<file path="config.mk">
export PLATFORM = sky130hd
export DESIGN_NAME = dual_8bit_interval_timer
export DESIGN_NICKNAME = d
export VERILOG_FILES = /design/src/verilog/dual_8bit_interval_timer.v /design/src/verilog/interval_channel.v
export VERILOG_INCLUDE_DIRS = /design/src /design/src/common
export SDC_FILE = /design/constraint.sdc
export NUM_CORES = 1
export LEC_CHECK = 0
export BUFFER_PORTS_ARGS = -buffer_cell sky130_fd_sc_hd__buf_2
export CORE_MARGIN = 5
export CORE_UTILIZATION = 58
export DETAILED_ROUTE_END_ITERATION = 8
export GPL_TIMING_DRIVEN = 0
export PLACE_DENSITY_LB_ADDON = 0.08
export SLEW_MARGIN = 40
export SYNTH_ARGS = -nofsm -noshare
export SYNTH_HDL_FRONTEND = slang
export SYNTH_SLANG_ARGS = --single-unit
</file>
<file path="constraint.sdc">
create_clock -name clk_in -period 5.7 [get_ports clk_in]
set_input_delay 0.57 -clock clk_in [delete_from_list [all_inputs] [get_ports clk_in]]
set_output_delay 0.57 -clock clk_in [all_outputs]
set_load 0.01 [all_outputs]
</file>
<file path="src/common/dual_timer_consts.vh">
// Constants for the dual 8-bit interval timer: offsets, fields, resets, prescale counts
`ifndef DUAL_TIMER_CONSTS_VH
`define DUAL_TIMER_CONSTS_VH

// ----------------------------------------------------------------------------
// Register indexes (word address on the bus, byte address is four times this)
// ----------------------------------------------------------------------------
`define ADDR_DUAL_TIMER_CONTROL   16'hFE3C
`define ADDR_FIRST_TIMER_PERIOD   16'hFE3E
`define ADDR_SECOND_TIMER_PERIOD  16'hFE3F
`define ADDR_EVENT_STATUS         16'hFE40
`define ADDR_EVENT_MASK           16'hFE41
`define ADDR_FIRST_COUNT          16'hFE44
`define ADDR_SECOND_COUNT         16'hFE45

// ----------------------------------------------------------------------------
// Control register field positions
// ----------------------------------------------------------------------------
`define FIRST_IRQ_ENABLE_BIT      0
`define FIRST_OVERFLOW_FLAG_BIT   1
`define SECOND_IRQ_ENABLE_BIT     2
`define SECOND_OVERFLOW_FLAG_BIT  3
`define FIRST_CLOCK_SELECT_LO     4
`define FIRST_CLOCK_SELECT_HI     5
`define SECOND_CLOCK_SELECT_LO    6
`define SECOND_CLOCK_SELECT_HI    7

// ----------------------------------------------------------------------------
// Event status and mask layout
// ----------------------------------------------------------------------------
`define EVENT_FIRST_BIT           0
`define EVENT_SECOND_BIT          1

// ----------------------------------------------------------------------------
// Reset values
// ----------------------------------------------------------------------------
`define RESET_CONTROL             8'h00
`define RESET_PERIOD              8'h00
`define RESET_EVENT               2'h0

// ----------------------------------------------------------------------------
// Clock select codes and last prescaler value of each division
// ----------------------------------------------------------------------------
`define CLOCK_SELECT_STOP         2'h0
`define CLOCK_SELECT_DIV4         2'h1
`define CLOCK_SELECT_DIV16        2'h2
`define CLOCK_SELECT_DIV64        2'h3
`define PRESCALE_LAST_DIV4        6'h03
`define PRESCALE_LAST_DIV16       6'h0F
`define PRESCALE_LAST_DIV64       6'h3F

`endif

</file>
<file path="src/verilog/dual_8bit_interval_timer.v">
// Dual 8-bit interval timer with Avalon-MM register slave and shared interrupt
`timescale 1ns/1ps
`include "dual_timer_consts.vh"

module dual_8bit_interval_timer #(
  parameter ADDR_W = 16,
  parameter DATA_W = 32
) (
  input  wire              clk_in,
  input  wire              rst_n_in,
  input  wire [ADDR_W-1:0] address_in,
  input  wire              read_in,
  input  wire              write_in,
  input  wire [DATA_W-1:0] writedata_in,
  input  wire [3:0]        byteenable_in,
  output reg  [DATA_W-1:0] readdata_out,
  output reg               waitrequest_out,
  output reg               irq_out,
  output wire              first_overflow_out,
  output wire              second_overflow_out
);

  // --------------------------------------------------------------------------
  // Register storage
  // --------------------------------------------------------------------------
  reg  [7:0] dual_timer_control;
  reg  [7:0] first_timer_period;
  reg  [7:0] second_timer_period;
  reg  [1:0] event_status;
  reg  [1:0] event_mask;

  // --------------------------------------------------------------------------
  // Control register fields
  // --------------------------------------------------------------------------
  wire [1:0] first_clock_select;
  wire [1:0] second_clock_select;
  wire       first_overflow_flag;
  wire       second_overflow_flag;
  wire       first_irq_enable;
  wire       second_irq_enable;
  wire       first_running;
  wire       second_running;

  // Field split of the control byte
  assign first_clock_select   = {dual_timer_control[`FIRST_CLOCK_SELECT_HI],
                                 dual_timer_control[`FIRST_CLOCK_SELECT_LO]};
  assign second_clock_select  = {dual_timer_control[`SECOND_CLOCK_SELECT_HI],
                                 dual_timer_control[`SECOND_CLOCK_SELECT_LO]};
  assign first_overflow_flag  = dual_timer_control[`FIRST_OVERFLOW_FLAG_BIT];
  assign second_overflow_flag = dual_timer_control[`SECOND_OVERFLOW_FLAG_BIT];
  assign first_irq_enable     = dual_timer_control[`FIRST_IRQ_ENABLE_BIT];
  assign second_irq_enable    = dual_timer_control[`SECOND_IRQ_ENABLE_BIT];

  // A timer runs whenever its select is not the stop code
  assign first_running  = (first_clock_select != `CLOCK_SELECT_STOP);
  assign second_running = (second_clock_select != `CLOCK_SELECT_STOP);

  // --------------------------------------------------------------------------
  // Bus handshake
  // --------------------------------------------------------------------------
  wire       request;
  wire       accept;
  wire       commit_write;
  wire [7:0] write_byte;

  // A request is answered one cycle after it is seen; the write lands then
  assign request      = read_in || write_in;
  assign accept       = request && waitrequest_out;
  assign commit_write = write_in && !waitrequest_out && byteenable_in[0];
  assign write_byte   = writedata_in[7:0];

  // --------------------------------------------------------------------------
  // Address decode of committed writes
  // --------------------------------------------------------------------------
  wire write_control;
  wire write_first_period;
  wire write_second_period;
  wire write_event_status;
  wire write_event_mask;

  // One strobe per writable register
  assign write_control       = commit_write && (address_in == `ADDR_DUAL_TIMER_CONTROL);
  assign write_first_period  = commit_write && (address_in == `ADDR_FIRST_TIMER_PERIOD);
  assign write_second_period = commit_write && (address_in == `ADDR_SECOND_TIMER_PERIOD);
  assign write_event_status  = commit_write && (address_in == `ADDR_EVENT_STATUS);
  assign write_event_mask    = commit_write && (address_in == `ADDR_EVENT_MASK);

  // --------------------------------------------------------------------------
  // Timer channels
  // --------------------------------------------------------------------------
  wire [7:0] first_counter;
  wire [7:0] second_counter;
  wire       first_restart;
  wire       second_restart;
  wire       first_wrap;
  wire       second_wrap;

  // Period reload while running restarts that channel only
  assign first_restart  = write_first_period && first_running;
  assign second_restart = write_second_period && second_running;

  // First timer, steered by control bits 5:4
  interval_channel #(
    .CNT_W (8),
    .PRE_W (6)
  ) first_timer (
    .clk_in          (clk_in),
    .rst_n_in        (rst_n_in),
    .clock_select_in (first_clock_select),
    .period_in       (first_timer_period),
    .restart_in      (first_restart),
    .count_out       (first_counter),
    .overflow_out    (first_wrap)
  );

  // Second timer, steered by control bits 7:6
  interval_channel #(
    .CNT_W (8),
    .PRE_W (6)
  ) second_timer (
    .clk_in          (clk_in),
    .rst_n_in        (rst_n_in),
    .clock_select_in (second_clock_select),
    .period_in       (second_timer_period),
    .restart_in      (second_restart),
    .count_out       (second_counter),
    .overflow_out    (second_wrap)
  );

  // Wrap pulses leave straight from the channel flip-flops
  assign first_overflow_out  = first_wrap;
  assign second_overflow_out = second_wrap;

  // --------------------------------------------------------------------------
  // Next control register value
  // --------------------------------------------------------------------------
  reg [7:0] next_control;

  // Software value where written; an overflow always sets its flag
  always @* begin
    next_control = dual_timer_control;
    if (write_control) begin
      next_control = write_byte;
    end
    if (first_wrap) begin
      next_control[`FIRST_OVERFLOW_FLAG_BIT] = 1'b1;
    end
    if (second_wrap) begin
      next_control[`SECOND_OVERFLOW_FLAG_BIT] = 1'b1;
    end
  end

  // Control register; flags are never cleared by hardware
  always @(posedge clk_in or negedge rst_n_in) begin
    if (!rst_n_in) begin
      dual_timer_control <= `RESET_CONTROL;
    end else begin
      dual_timer_control <= next_control;
    end
  end

  // --------------------------------------------------------------------------
  // Period registers
  // --------------------------------------------------------------------------
  // Plain read and write storage, used by the channel at once
  always @(posedge clk_in or negedge rst_n_in) begin
    if (!rst_n_in) begin
      first_timer_period  <= `RESET_PERIOD;
      second_timer_period <= `RESET_PERIOD;
    end else begin
      if (write_first_period) begin
        first_timer_period <= write_byte;
      end
      if (write_second_period) begin
        second_timer_period <= write_byte;
      end
    end
  end

  // --------------------------------------------------------------------------
  // Event status and mask
  // --------------------------------------------------------------------------
  reg [1:0] next_event_status;
  reg [1:0] event_set;
  reg [1:0] event_clear;

  // Sticky events, write one to clear, a new event wins the same cycle
  always @* begin
    event_set                    = 2'h0;
    event_set[`EVENT_FIRST_BIT]  = first_wrap;
    event_set[`EVENT_SECOND_BIT] = second_wrap;
    event_clear                  = write_event_status ? write_byte[1:0] : 2'h0;
    next_event_status            = (event_status & ~event_clear) | event_set;
  end

  // Status and mask storage
  always @(posedge clk_in or negedge rst_n_in) begin
    if (!rst_n_in) begin
      event_status <= `RESET_EVENT;
      event_mask   <= `RESET_EVENT;
    end else begin
      event_status <= next_event_status;
      if (write_event_mask) begin
        event_mask <= write_byte[1:0];
      end
    end
  end

  // --------------------------------------------------------------------------
  // Interrupt request
  // --------------------------------------------------------------------------
  wire first_request;
  wire second_request;
  wire event_request;
  wire next_irq;

  // Flag with its enable, or any unmasked sticky event, asks for service
  assign first_request  = first_overflow_flag && first_irq_enable;
  assign second_request = second_overflow_flag && second_irq_enable;
  assign event_request  = |(event_status & event_mask);
  assign next_irq       = first_request || second_request || event_request;

  // Registered level output
  always @(posedge clk_in or negedge rst_n_in) begin
    if (!rst_n_in) begin
      irq_out <= 1'b0;
    end else begin
      irq_out <= next_irq;
    end
  end

  // --------------------------------------------------------------------------
  // Read-back multiplexer
  // --------------------------------------------------------------------------
  reg [7:0] read_byte;

  // Unmapped indexes read as zero; upper bits always zero
  always @* begin
    case (address_in)
      `ADDR_DUAL_TIMER_CONTROL:  read_byte = dual_timer_control;
      `ADDR_FIRST_TIMER_PERIOD:  read_byte = first_timer_period;
      `ADDR_SECOND_TIMER_PERIOD: read_byte = second_timer_period;
      `ADDR_EVENT_STATUS:        read_byte = {6'h00, event_status};
      `ADDR_EVENT_MASK:          read_byte = {6'h00, event_mask};
      `ADDR_FIRST_COUNT:         read_byte = first_counter;
      `ADDR_SECOND_COUNT:        read_byte = second_counter;
      default:                   read_byte = 8'h00;
    endcase
  end

  // --------------------------------------------------------------------------
  // Bus answer
  // --------------------------------------------------------------------------
  // Wait high at rest; drops for exactly one cycle per request
  always @(posedge clk_in or negedge rst_n_in) begin
    if (!rst_n_in) begin
      waitrequest_out <= 1'b1;
    end else if (accept) begin
      waitrequest_out <= 1'b0;
    end else begin
      waitrequest_out <= 1'b1;
    end
  end

  // Read data captured as the answer is given, held until the next read
  always @(posedge clk_in or negedge rst_n_in) begin
    if (!rst_n_in) begin
      readdata_out <= {DATA_W{1'b0}};
    end else if (accept && read_in) begin
      readdata_out <= {{(DATA_W-8){1'b0}}, read_byte};
    end
  end

endmodule // dual_8bit_interval_timer

</file>
<file path="src/verilog/interval_channel.v">
// One 8-bit interval timer with its own 6-bit prescaler
`timescale 1ns/1ps
`include "dual_timer_consts.vh"

module interval_channel #(
  parameter CNT_W = 8,
  parameter PRE_W = 6
) (
  input  wire             clk_in,
  input  wire             rst_n_in,
  input  wire [1:0]       clock_select_in,
  input  wire [CNT_W-1:0] period_in,
  input  wire             restart_in,
  output reg  [CNT_W-1:0] count_out,
  output reg              overflow_out
);

  // --------------------------------------------------------------------------
  // Prescaler terminal value
  // --------------------------------------------------------------------------
  reg  [PRE_W-1:0] prescaler;
  reg  [PRE_W-1:0] terminal;
  wire             running;
  wire             count_tick;

  // Last prescaler value for the selected division
  always @* begin
    case (clock_select_in)
      `CLOCK_SELECT_DIV4:  terminal = `PRESCALE_LAST_DIV4;
      `CLOCK_SELECT_DIV16: terminal = `PRESCALE_LAST_DIV16;
      `CLOCK_SELECT_DIV64: terminal = `PRESCALE_LAST_DIV64;
      default:             terminal = `PRESCALE_LAST_DIV64;
    endcase
  end

  assign running    = (clock_select_in != `CLOCK_SELECT_STOP);
  assign count_tick = running && (prescaler == terminal);

  // --------------------------------------------------------------------------
  // Prescaler and counter
  // --------------------------------------------------------------------------
  // Stop code or period reload clears both; wrap after the period value
  always @(posedge clk_in or negedge rst_n_in) begin
    if (!rst_n_in) begin
      prescaler    <= {PRE_W{1'b0}};
      count_out    <= {CNT_W{1'b0}};
      overflow_out <= 1'b0;
    end else if (!running || restart_in) begin
      prescaler    <= {PRE_W{1'b0}};
      count_out    <= {CNT_W{1'b0}};
      overflow_out <= 1'b0;
    end else if (count_tick) begin
      prescaler <= {PRE_W{1'b0}};
      if (count_out == period_in) begin
        count_out    <= {CNT_W{1'b0}};
        overflow_out <= 1'b1;
      end else begin
        count_out    <= count_out + {{(CNT_W-1){1'b0}}, 1'b1};
        overflow_out <= 1'b0;
      end
    end else begin
      prescaler    <= prescaler + {{(PRE_W-1){1'b0}}, 1'b1};
      overflow_out <= 1'b0;
    end
  end

endmodule // interval_channel

</file>
**After elaboration in Yosys (flattened, before gate mapping)**

Cells that the tools add are included.

- Bits in registers: 68
- Input port bits: 56
- Output and inout port bits: 36
- Logic and storage cells: 93

- Add/subtract/negate cells: 4
- Equal/unequal tests: 15
- Muxes and demuxes: 24
- Bitwise operators: 4
- Reduce and logical (&&, ||, !) cells: 30

Operators by type and width:

| cell | number |
|---|---|
| $eq 16x16->1 const B | 7 |
| $pmux 8 s7 | 1 |
| $mux 8 | 6 |
| $mux 6 | 4 |
| $pmux 6 s2 | 2 |
| $add 8x1->8 const B | 2 |
| $eq 8x8->1 | 2 |
| $logic_and 1x1->1 | 15 |
| $add 6x1->6 const B | 2 |
| $eq 6x6->1 | 2 |
| $reduce_bool 2->1 | 6 |
| $mux 1 | 9 |
| $logic_or 1x1->1 | 5 |
| $and 2x2->2 | 2 |
| $eq 2x1->1 const B | 2 |
| $eq 2x2->1 const B | 2 |
| $mux 4 | 1 |
| $logic_not 1->1 | 3 |
| $mux 2 | 1 |
| $not 2->2 | 1 |
| $or 2x2->2 | 1 |
| $reduce_or 2->1 | 1 |

**Depth between registers and ports, before layout**

Gate-level depths: netlist of the first run.

- Depth in word-level cells: 8
- Mapped depth: 8
- Gate-level depth less buffers: 7

**Hierarchy**

From an unflattened synthesis of the first run, not the netlist that was laid out.

- Cell total of the unflattened synthesis: 372
- Area total of the unflattened synthesis: 4008.8 µm²

By module, submodules not included:

| module | instances | cells each | area each (µm²) | seq. area each (µm²) |
|---|---|---|---|---|
| dual_8bit_interval_timer | 1 | 186 | 2192.1 | 952.2 |
| interval_channel | 2 | 93 | 908.4 | 375.4 |

**Worst setup path after synthesis of the first run**

Ideal clock, no wire load.

- Path type: input-to-reg
- Start point: in address_in[1]
- End point: reg event_mask[0]
- Setup time: 0.125 ns
- Arrival time: 2.070 ns
- Required time: 5.575 ns
- Slack: 3.504 ns
- Stages: 6
- Buffers on the path: 1
- Path through: buf_6 or4_4 nor4_4 and2_4 nand2_2 mux2_4

- Word-level cells in the longest chain between the ends: 2

RTL lines:

| what | RTL line | text |
|---|---|---|
| from (decl) | dual_8bit_interval_timer.v:11 | `input wire [ADDR_W-1:0] address_in,` |
| $eq 16x16->1 | - |  |
| $logic_and 1x1->1 | dual_8bit_interval_timer.v:86 | `` assign write_event_mask = commit_write && (address_in == `ADDR_EVENT_MASK); `` |
| to (signal assigned) | dual_8bit_interval_timer.v:200 | `` event_mask <= `RESET_EVENT; `` |
| to (signal assigned) | dual_8bit_interval_timer.v:204 | `event_mask <= write_byte[1:0];` |
| to (decl) | dual_8bit_interval_timer.v:30 | `reg [1:0] event_mask;` |

No other way between the ends.
A chain may end at the register's enable or synchronous reset.

**Worst setup path after layout of the first run**

- Start point: in address_in[7]
- End point: reg first_timer.prescaler[5]

- Word-level cells in the longest chain between the ends: 5

RTL lines:

| what | RTL line | text |
|---|---|---|
| $eq 16x16->1 | - |  |
| $logic_and 1x1->1 | dual_8bit_interval_timer.v:83 | `` assign write_first_period = commit_write && (address_in == `ADDR_FIRST_TIMER_PERIOD); `` |
| $logic_and 1x1->1 | dual_8bit_interval_timer.v:99 | `assign first_restart = write_first_period && first_running;` |
| $logic_or 1x1->1 | interval_channel.v:48 | `end else if (!running \|\| restart_in) begin` |
| $mux 6 | interval_channel.v:48 |  |
| to (signal assigned) | interval_channel.v:45 | `prescaler <= {PRE_W{1'b0}};` |
| to (signal assigned) | interval_channel.v:49 | `prescaler <= {PRE_W{1'b0}};` |
| to (signal assigned) | interval_channel.v:53 | `prescaler <= {PRE_W{1'b0}};` |
| to (decl) | interval_channel.v:21 | `reg [PRE_W-1:0] prescaler;` |

No other way between the ends.

==> impl_metrics.py, run 1 <==
metrics = {
    "status": {
        "status": "finished clean",
    },
    "synth": {
        "synth_ff_type": "dfrtp_1",
        "yosysTopAreaCellShare": 0.429,
        "synth_common_cells": "67 x dfrtp_1, 38 x nand3_1, 32 x nand2_1",
        "synth_most_common_cell": "dfrtp_1",
        "synth_edf_count": 0,
        "synth_top_family_by_area": "simple AND/OR/NAND/NOR gates",
        "synthDistinctLibCells": 56,
        "synth-seq-cells": 68,
        "synthAdderAreaFrac": 0.0256,
        "seq_area_frac_synth": 0.435,
        "synth_top_area_cell": "dfrtp_1",
        "ys_warn_count": 0,
        "synth_area_leaders": "dfrtp_1 43%, mux2_1 5.2%, nand3_1 4.9%",
        "netlist_instances": 399,
        "synthSimpleGateAreaFrac": 0.204,
        "synth.area.mux_share": 0.0972,
        "syn_avg_cell_area_um2": 9.81,
        "synth_compound_area_frac": 0.107,
        "synthXorXnorAreaFrac": 0.0537,
        "syn_area_um2": 3910,
        "async_flop_share": 1.00,
    },
    "clock_network": {
        "clkSlewWorstSetupHoldPaths_ps": 70,
        "cts_tree": "yes",
        "clock_sinks": 68,
        "cts_root_buf": "clkbuf_8",
        "cts_buffers": 9,
        "ctsHoldBuffers": 0,
        "clock_path_buffers": 2,
        "clk_latency_ps": 340,
        "postCtsSetupRepairBufs": 0,
        "ctsResizeCount": 0,
        "cts_htree_levels": 3,
    },
    "floorplanning": {
        "start_util": 0.586,
        "die_h_um": 92.1,
        "rows": 30,
        "io_pins": 92,
        "fp.dieW_um": 92.1,
        "die_area_um2": 8490,
        "coreArea_um2": 6680,
    },
    "detailed_routing": {
        "routed_wl_mm": 8.72,
        "drcViolationCount": 0,
        "dr.pass1.iters": 5,
        "wire_per_inst_um": 15.6,
        "drtIter0Drc": 159,
        "routed_via_density": 5.60,
        "drtAntennaViolNets": 0,
        "num_vias": 3124,
    },
    "global_routing": {
        "gr-total-overflow": 0,
        "grt_max_degree": 42,
        "grt_use_total": 0.219,
        "grt_pass1_vias": 3012,
        "antenna_found_initial": 0,
        "grt_first_pass_wirelength_mm": 14.7,
    },
    "timing": {
        "setup-tns-final_ps": 0,
        "finalClockSkew_ps": 8.69,
        "fmax_mhz": 432,
        "worstMarginPinSlew_ps": 604,
        "finalHoldViolCount": 0,
        "setup_viol": 0,
        "maxSlewViolCount": 0,
        "finalCriticalPeriod_ps": 2320,
        "rsz0062_at_grt": "no",
        "relSlewSlack": 0.595,
        "period_share": 0.406,
        "setup_ws_ps": 3380,
    },
    "final_layout": {
        "antennaDiodeCount": 0,
        "syn_to_final_growth_pct": 16.8,
        "multiInputGateArea_um2": 2000,
        "nNetsFinal": 537,
        "seqCellArea_um2": 1700,
        "nFillCells": 557,
        "drive_gt1_frac": 0.213,
    },
    "worst_setup_path": {
        "endpoint_kind": "register",
        "crit_fanout": 10,
        "required_ps": 5920,
        "cp-start-kind": "input port",
        "arrival_ps": 2540,
        "crit_type": "in -> reg",
    },
    "power_and_ir_drop": {
        "vdd_drop_max_uv": 150,
        "internal_power_w": 0.000846,
        "p_per_area_nw_per_um2": 242,
        "total_leakage_power_nw": 2.23,
        "p_comb_frac": 0.102,
        "p_clk_frac": 0.441,
        "switching_power_w": 0.000261,
        "swShare": 0.236,
        "seq_power_share": 0.457,
    },
    "placed_design": {
        "pre_cts_slack_ps": 3080,
        "buffer_ports.inserted": 39,
        "place_congestion": 0.844,
        "dp_hpwl_mm": 6.56,
    },
    "hold_path": {
        "hp-class": "in -> async",
    },
    "job": {
        "maxCapViolations": 0,
    },
}
## critical path, cell delays in order
cell      delay [ps]
buf_2            100
or2_1            230
nor4_1           550
buf_2            330
a31o_1           190
buf_2            200
nand2b_1         270
nor2_1            90
## placed cells by master (no fill, tap or decap), types with 3 or more instances in the layout
cell / netlist / final
dfrtp_1: 67 / 67
buf_2: 5 / 43
nand3_1: 38 / 38
nand2_1: 32 / 32
nor2_1: 26 / 26
buf_4: 25 / 25
conb_1: 1 / 24
xor2_1: 20 / 20
o21ai_1: 19 / 19
mux2_1: 18 / 18
clkbuf_1: 10 / 10
clkbuf_8: 0 / 10
inv_1: 9 / 9
a31oi_1: 9 / 9
a22oi_1: 8 / 8
mux2i_1: 8 / 8
ha_1: 8 / 8
a21oi_1: 7 / 7
mux2_2: 6 / 6
a32oi_1: 6 / 6
nand2b_1: 5 / 5
nor2b_1: 4 / 4
nand4b_1: 4 / 4
nand3b_1: 4 / 4
xnor2_1: 4 / 4
and3_1: 4 / 4
or4_1: 4 / 4
or2_1: 3 / 3
nand4_1: 3 / 3
nor4_1: 3 / 3
o21ai_0: 3 / 3
nor3_1: 3 / 3
bufinv_16: 0 / 3
## flip-flops by register name (all words and copies together), names as in the netlist
register,cells
dual_timer_control,8
first_timer.count_out,8
first_timer_period,8
readdata_out,8
second_timer.count_out,8
second_timer_period,8
first_timer.prescaler,6
second_timer.prescaler,6
event_mask,2
event_status,2
first_timer.overflow_out,1
irq_out,1
second_timer.overflow_out,1
waitrequest_out,1
## power by group through the flow
stage | Combinational, W | Clock (W) | Sequential (W)
4_1_cts | 0.000113 | 0.000496 | 0.000506
6_report | 0.000113 | 0.000488 | 0.000506
2_1_floorplan | 0.0000759 | 0 | 0.000512
3_5_place_dp | 0.000112 | 0 | 0.000515
3_3_place_gp | 0.000108 | 0 | 0.000514
5_1_grt | 0.000127 | 0.000519 | 0.000507
## final timing paths
check                      slack [ps]                startpoint                        end  cells after the start
setup reg to reg                 3420     dual_timer_control[6]  second_timer.prescaler[5]                      7
hold reg to reg                   460  first_timer.prescaler[0]   first_timer.prescaler[0]                      1
min in group clk_in               380                   read_in            waitrequest_out                      2
max in group asynchronous        5120                  rst_n_in   first_timer.prescaler[5]                      2
hold / removal                     80                  rst_n_in            readdata_out[0]                      1
setup / recovery                 3380             address_in[7]   first_timer.prescaler[5]                      8
## logic make-up after synthesis
kind of cell | count (synthesis)
simple gates | 148
flops | 68
compound gates | 65
buf+inv | 51
mux | 34
xor+xnor | 24
fa+ha+maj | 8
other cells | 1
## per-stage QoR
step | hold slack [ps] | utilization | power, W | cell area [µm²] | std cells
2_1_floorplan | 274 | - | 0.000588 | 4000 | 422
3_3_place_gp | 446 | 0.643 | 0.000623 | 4290 | 541
3_5_place_dp | 452 | 0.647 | 0.000627 | 4320 | 542
4_1_cts | 73.4 | 0.684 | 0.00111 | 4570 | 558
5_1_grt | 88.0 | 0.684 | 0.00115 | 4570 | 558
6_report | 79.5 | 0.684 | 0.00111 | 4570 | 558
## cell type report
type | instances | share of cell area
multi-input cells | 303 | 0.437
flip-flops and latches | 68 | 0.373
plain buffers | 41 | 0.0572
repair buffers | 40 | 0.0485
clock buffers | 10 | 0.0301
clock inverters | 6 | 0.0244
well taps | 80 | 0.0219
inverters | 10 | 0.00821
## layer usage
metal / track usage / vias up / wire (µm)
li1: - / 1534 / -
met5: 0 / - / 0
met3: 0.0459 / 13 / 502
met1: 0.297 / 1497 / 4030
met4: 0.105 / 0 / 137
met2: 0.335 / 80 / 4050
No activity file was read; power rests on OpenSTA's default activity.
==> run 2, diff against run 1 <==
CORE_UTILIZATION = 49   (was 58)
clock period = 2 ns   (was 5.7 ns; I/O delays follow)
==> run 2 against run 1 <==
  * Clock-buffer cell count increased by 2
  * Sequential power grew to 2.9 times the previous value
  * Flip-flop and latch count did not move
  * Global-route usage fell by 2.1 points
  * Critical path depth is 2 lower
  * Worst setup slack worse by 3300 ps
  * First-iteration DRC count is 19% lower
  * Die area is 16% higher
  * Clock skew up 1.6 ps
==> impl_metrics.py, run 2 (synthesis gave the netlist of run 1 again) <==
metrics = {
    "status": {
        "status": "finished clean",
    },
    "final_layout": {
        "fin_area_um2": 4710,
        "antennaDiodeCount": 0,
        "nNetsFinal": 542,
        "layout_common_cells": "67 x dfrtp_1, 43 x buf_2, 38 x nand3_1",
        "utilization": 0.607,
        "syn_to_final_growth_pct": 20.4,
        "layout_commonest_cell": "dfrtp_1",
        "drive_gt1_frac": 0.244,
    },
    "timing": {
        "holdWs_ps": 30.6,
        "fmax_mhz": 516,
        "finalClockSkew_ps": 10.3,
        "finalCriticalPeriod_ps": 1940,
        "relSlewSlack": 0.590,
        "finalHoldViolCount": 0,
        "maxSlewViolCount": 0,
        "period_share": 0.968,
        "worstMarginPinSlew_ps": 611,
        "setup_viol": 0,
    },
    "clock_network": {
        "clock_sinks": 68,
        "clock_path_buffers": 2,
        "cts_buffers": 9,
        "cts_root_buf": "clkbuf_8",
        "clkSlewWorstSetupHoldPaths_ps": 70,
        "clk_latency_ps": 340,
        "cts_tree": "yes",
        "cts_htree_levels": 3,
    },
    "detailed_routing": {
        "dr.pass1.iters": 4,
        "routed_via_density": 5.39,
        "drtIter0Drc": 128,
        "routed_wl_mm": 9.29,
        "wire_per_inst_um": 15.9,
        "drtAntennaViolNets": 0,
        "num_vias": 3151,
        "drcViolationCount": 0,
    },
    "hold_path": {
        "hold_depth": 2,
        "worstHoldStart": "write_in",
        "min_delay_worst_endpoint": "waitrequest_out",
        "hp-class": "in -> reg",
    },
    "worst_setup_path": {
        "required_ps": 2260,
        "crit_type": "reg -> reg",
        "cp-start-kind": "register",
        "arrival_ps": 2190,
        "rrSetupSlack_ps": 60,
        "rr_endpoint": "second_timer.count_out[5]",
        "endpoint_kind": "register",
        "worstReg2RegStart": "dual_timer_control[7]",
        "reg2reg_depth": 6,
        "crit_fanout": 6,
    },
    "placed_design": {
        "place_congestion": 0.860,
        "dp_hpwl_mm": 6.76,
        "buffer_ports.inserted": 39,
        "place_area_um2": 4350,
    },
    "power_and_ir_drop": {
        "switching_power_w": 0.000725,
        "swShare": 0.231,
        "p_per_area_nw_per_um2": 667,
        "total_leakage_power_nw": 2.28,
        "vdd_drop_max_uv": 406,
        "seq_power_share": 0.461,
        "p_comb_frac": 0.106,
        "p_clk_frac": 0.433,
        "internal_power_w": 0.00242,
    },
    "job": {
        "maxCapViolations": 0,
    },
    "global_routing": {
        "grt_pass1_vias": 3053,
        "antenna_found_initial": 0,
        "grt_max_degree": 41,
        "grt_use_total": 0.198,
        "gr-total-overflow": 0,
        "grt_first_pass_wirelength_mm": 15.4,
    },
    "floorplanning": {
        "rows": 32,
        "die_h_um": 99.4,
        "coreArea_um2": 7770,
        "io_pins": 92,
        "die_area_um2": 9870,
        "fp.dieW_um": 99.4,
        "start_util": 0.504,
    },
}
[run 2: changes by cell type in the layout (fill, tap and decap cells not counted), moves of 2 or more]
cell,delta
clkbuf_1,-2
nor4_2,+2
and3b_1,-2
dlygate4sd3_1,+2
and3b_2,+2
nor4_1,-2
buf_4,+6
nor3b_1,-2
[run 2: critical path: stages (launching register included)]
cell,delay [ps]
dfrtp_1,380
inv_2,60
ha_1,290
and3b_2,260
o221ai_4,150
or4_1,550
a31oi_1,170
[run 2: worst max path at each step]
stage,start,to,slack [ps],cells after the start
2_1_floorplan,address_in[1],event_mask[0],170,6
3_3_place_gp,address_in[7],first_timer.prescaler[4],-250,8
3_5_place_dp,address_in[7],first_timer.prescaler[2],-260,8
4_1_cts,dual_timer_control[4],first_timer.prescaler[2],30,7
5_1_grt,dual_timer_control[6],second_timer.count_out[6],-20,6
6_report,dual_timer_control[7],second_timer.count_out[5],60,6
[run 2: through the flow]
stage               setup TNS (ps)  std cells  setup slack, ps  power (W)
finish                           0        585             63.6    0.00314
global route                 -37.5        585            -19.0    0.00330
CTS                              0        582             33.5    0.00318
detailed placement           -8130        564             -264    0.00179
global placement             -7860        563             -249    0.00178
floorplan                        0        422              174    0.00168
[run 2: final cells by class]
type,instances,area (µm²)
sequential,68,1700
clock inverter,4,97.6
inverter,10,37.5
buffer,39,259
fill,673,3060
tap,102,128
timing repair buffer,47,279
clock buffer,12,145
multi-input combinational,303,2060
[run 2: what timing repair did]
item                                    4_1_cts  5_1_grt
endpoints found under the setup margin       14       40
pin swaps                                     0        4
hold buffers                                  2        0
hold endpoints to repair                     29        0
setup buffers                                 0        5
gates resized for setup                       3       16
[run 2: per-layer routing]
layer  up-vias  track usage  routed length (µm)
li1       1533            -                   -
met1      1507        0.267                4100
met2       104        0.311                4410
met3         7       0.0533                 664
met4         0       0.0641                 113
met5         -            0                   0
[run 2: power by group through the flow]
stage	clock, W	sequential, W	combinational, W
after global routing	0.00147	0.00145	0.000376
after detailed placement	0	0.00147	0.000323
after floorplan	0	0.00146	0.000216
after global placement	0	0.00147	0.000311
final	0.00136	0.00145	0.000333
after CTS	0.00141	0.00144	0.000329
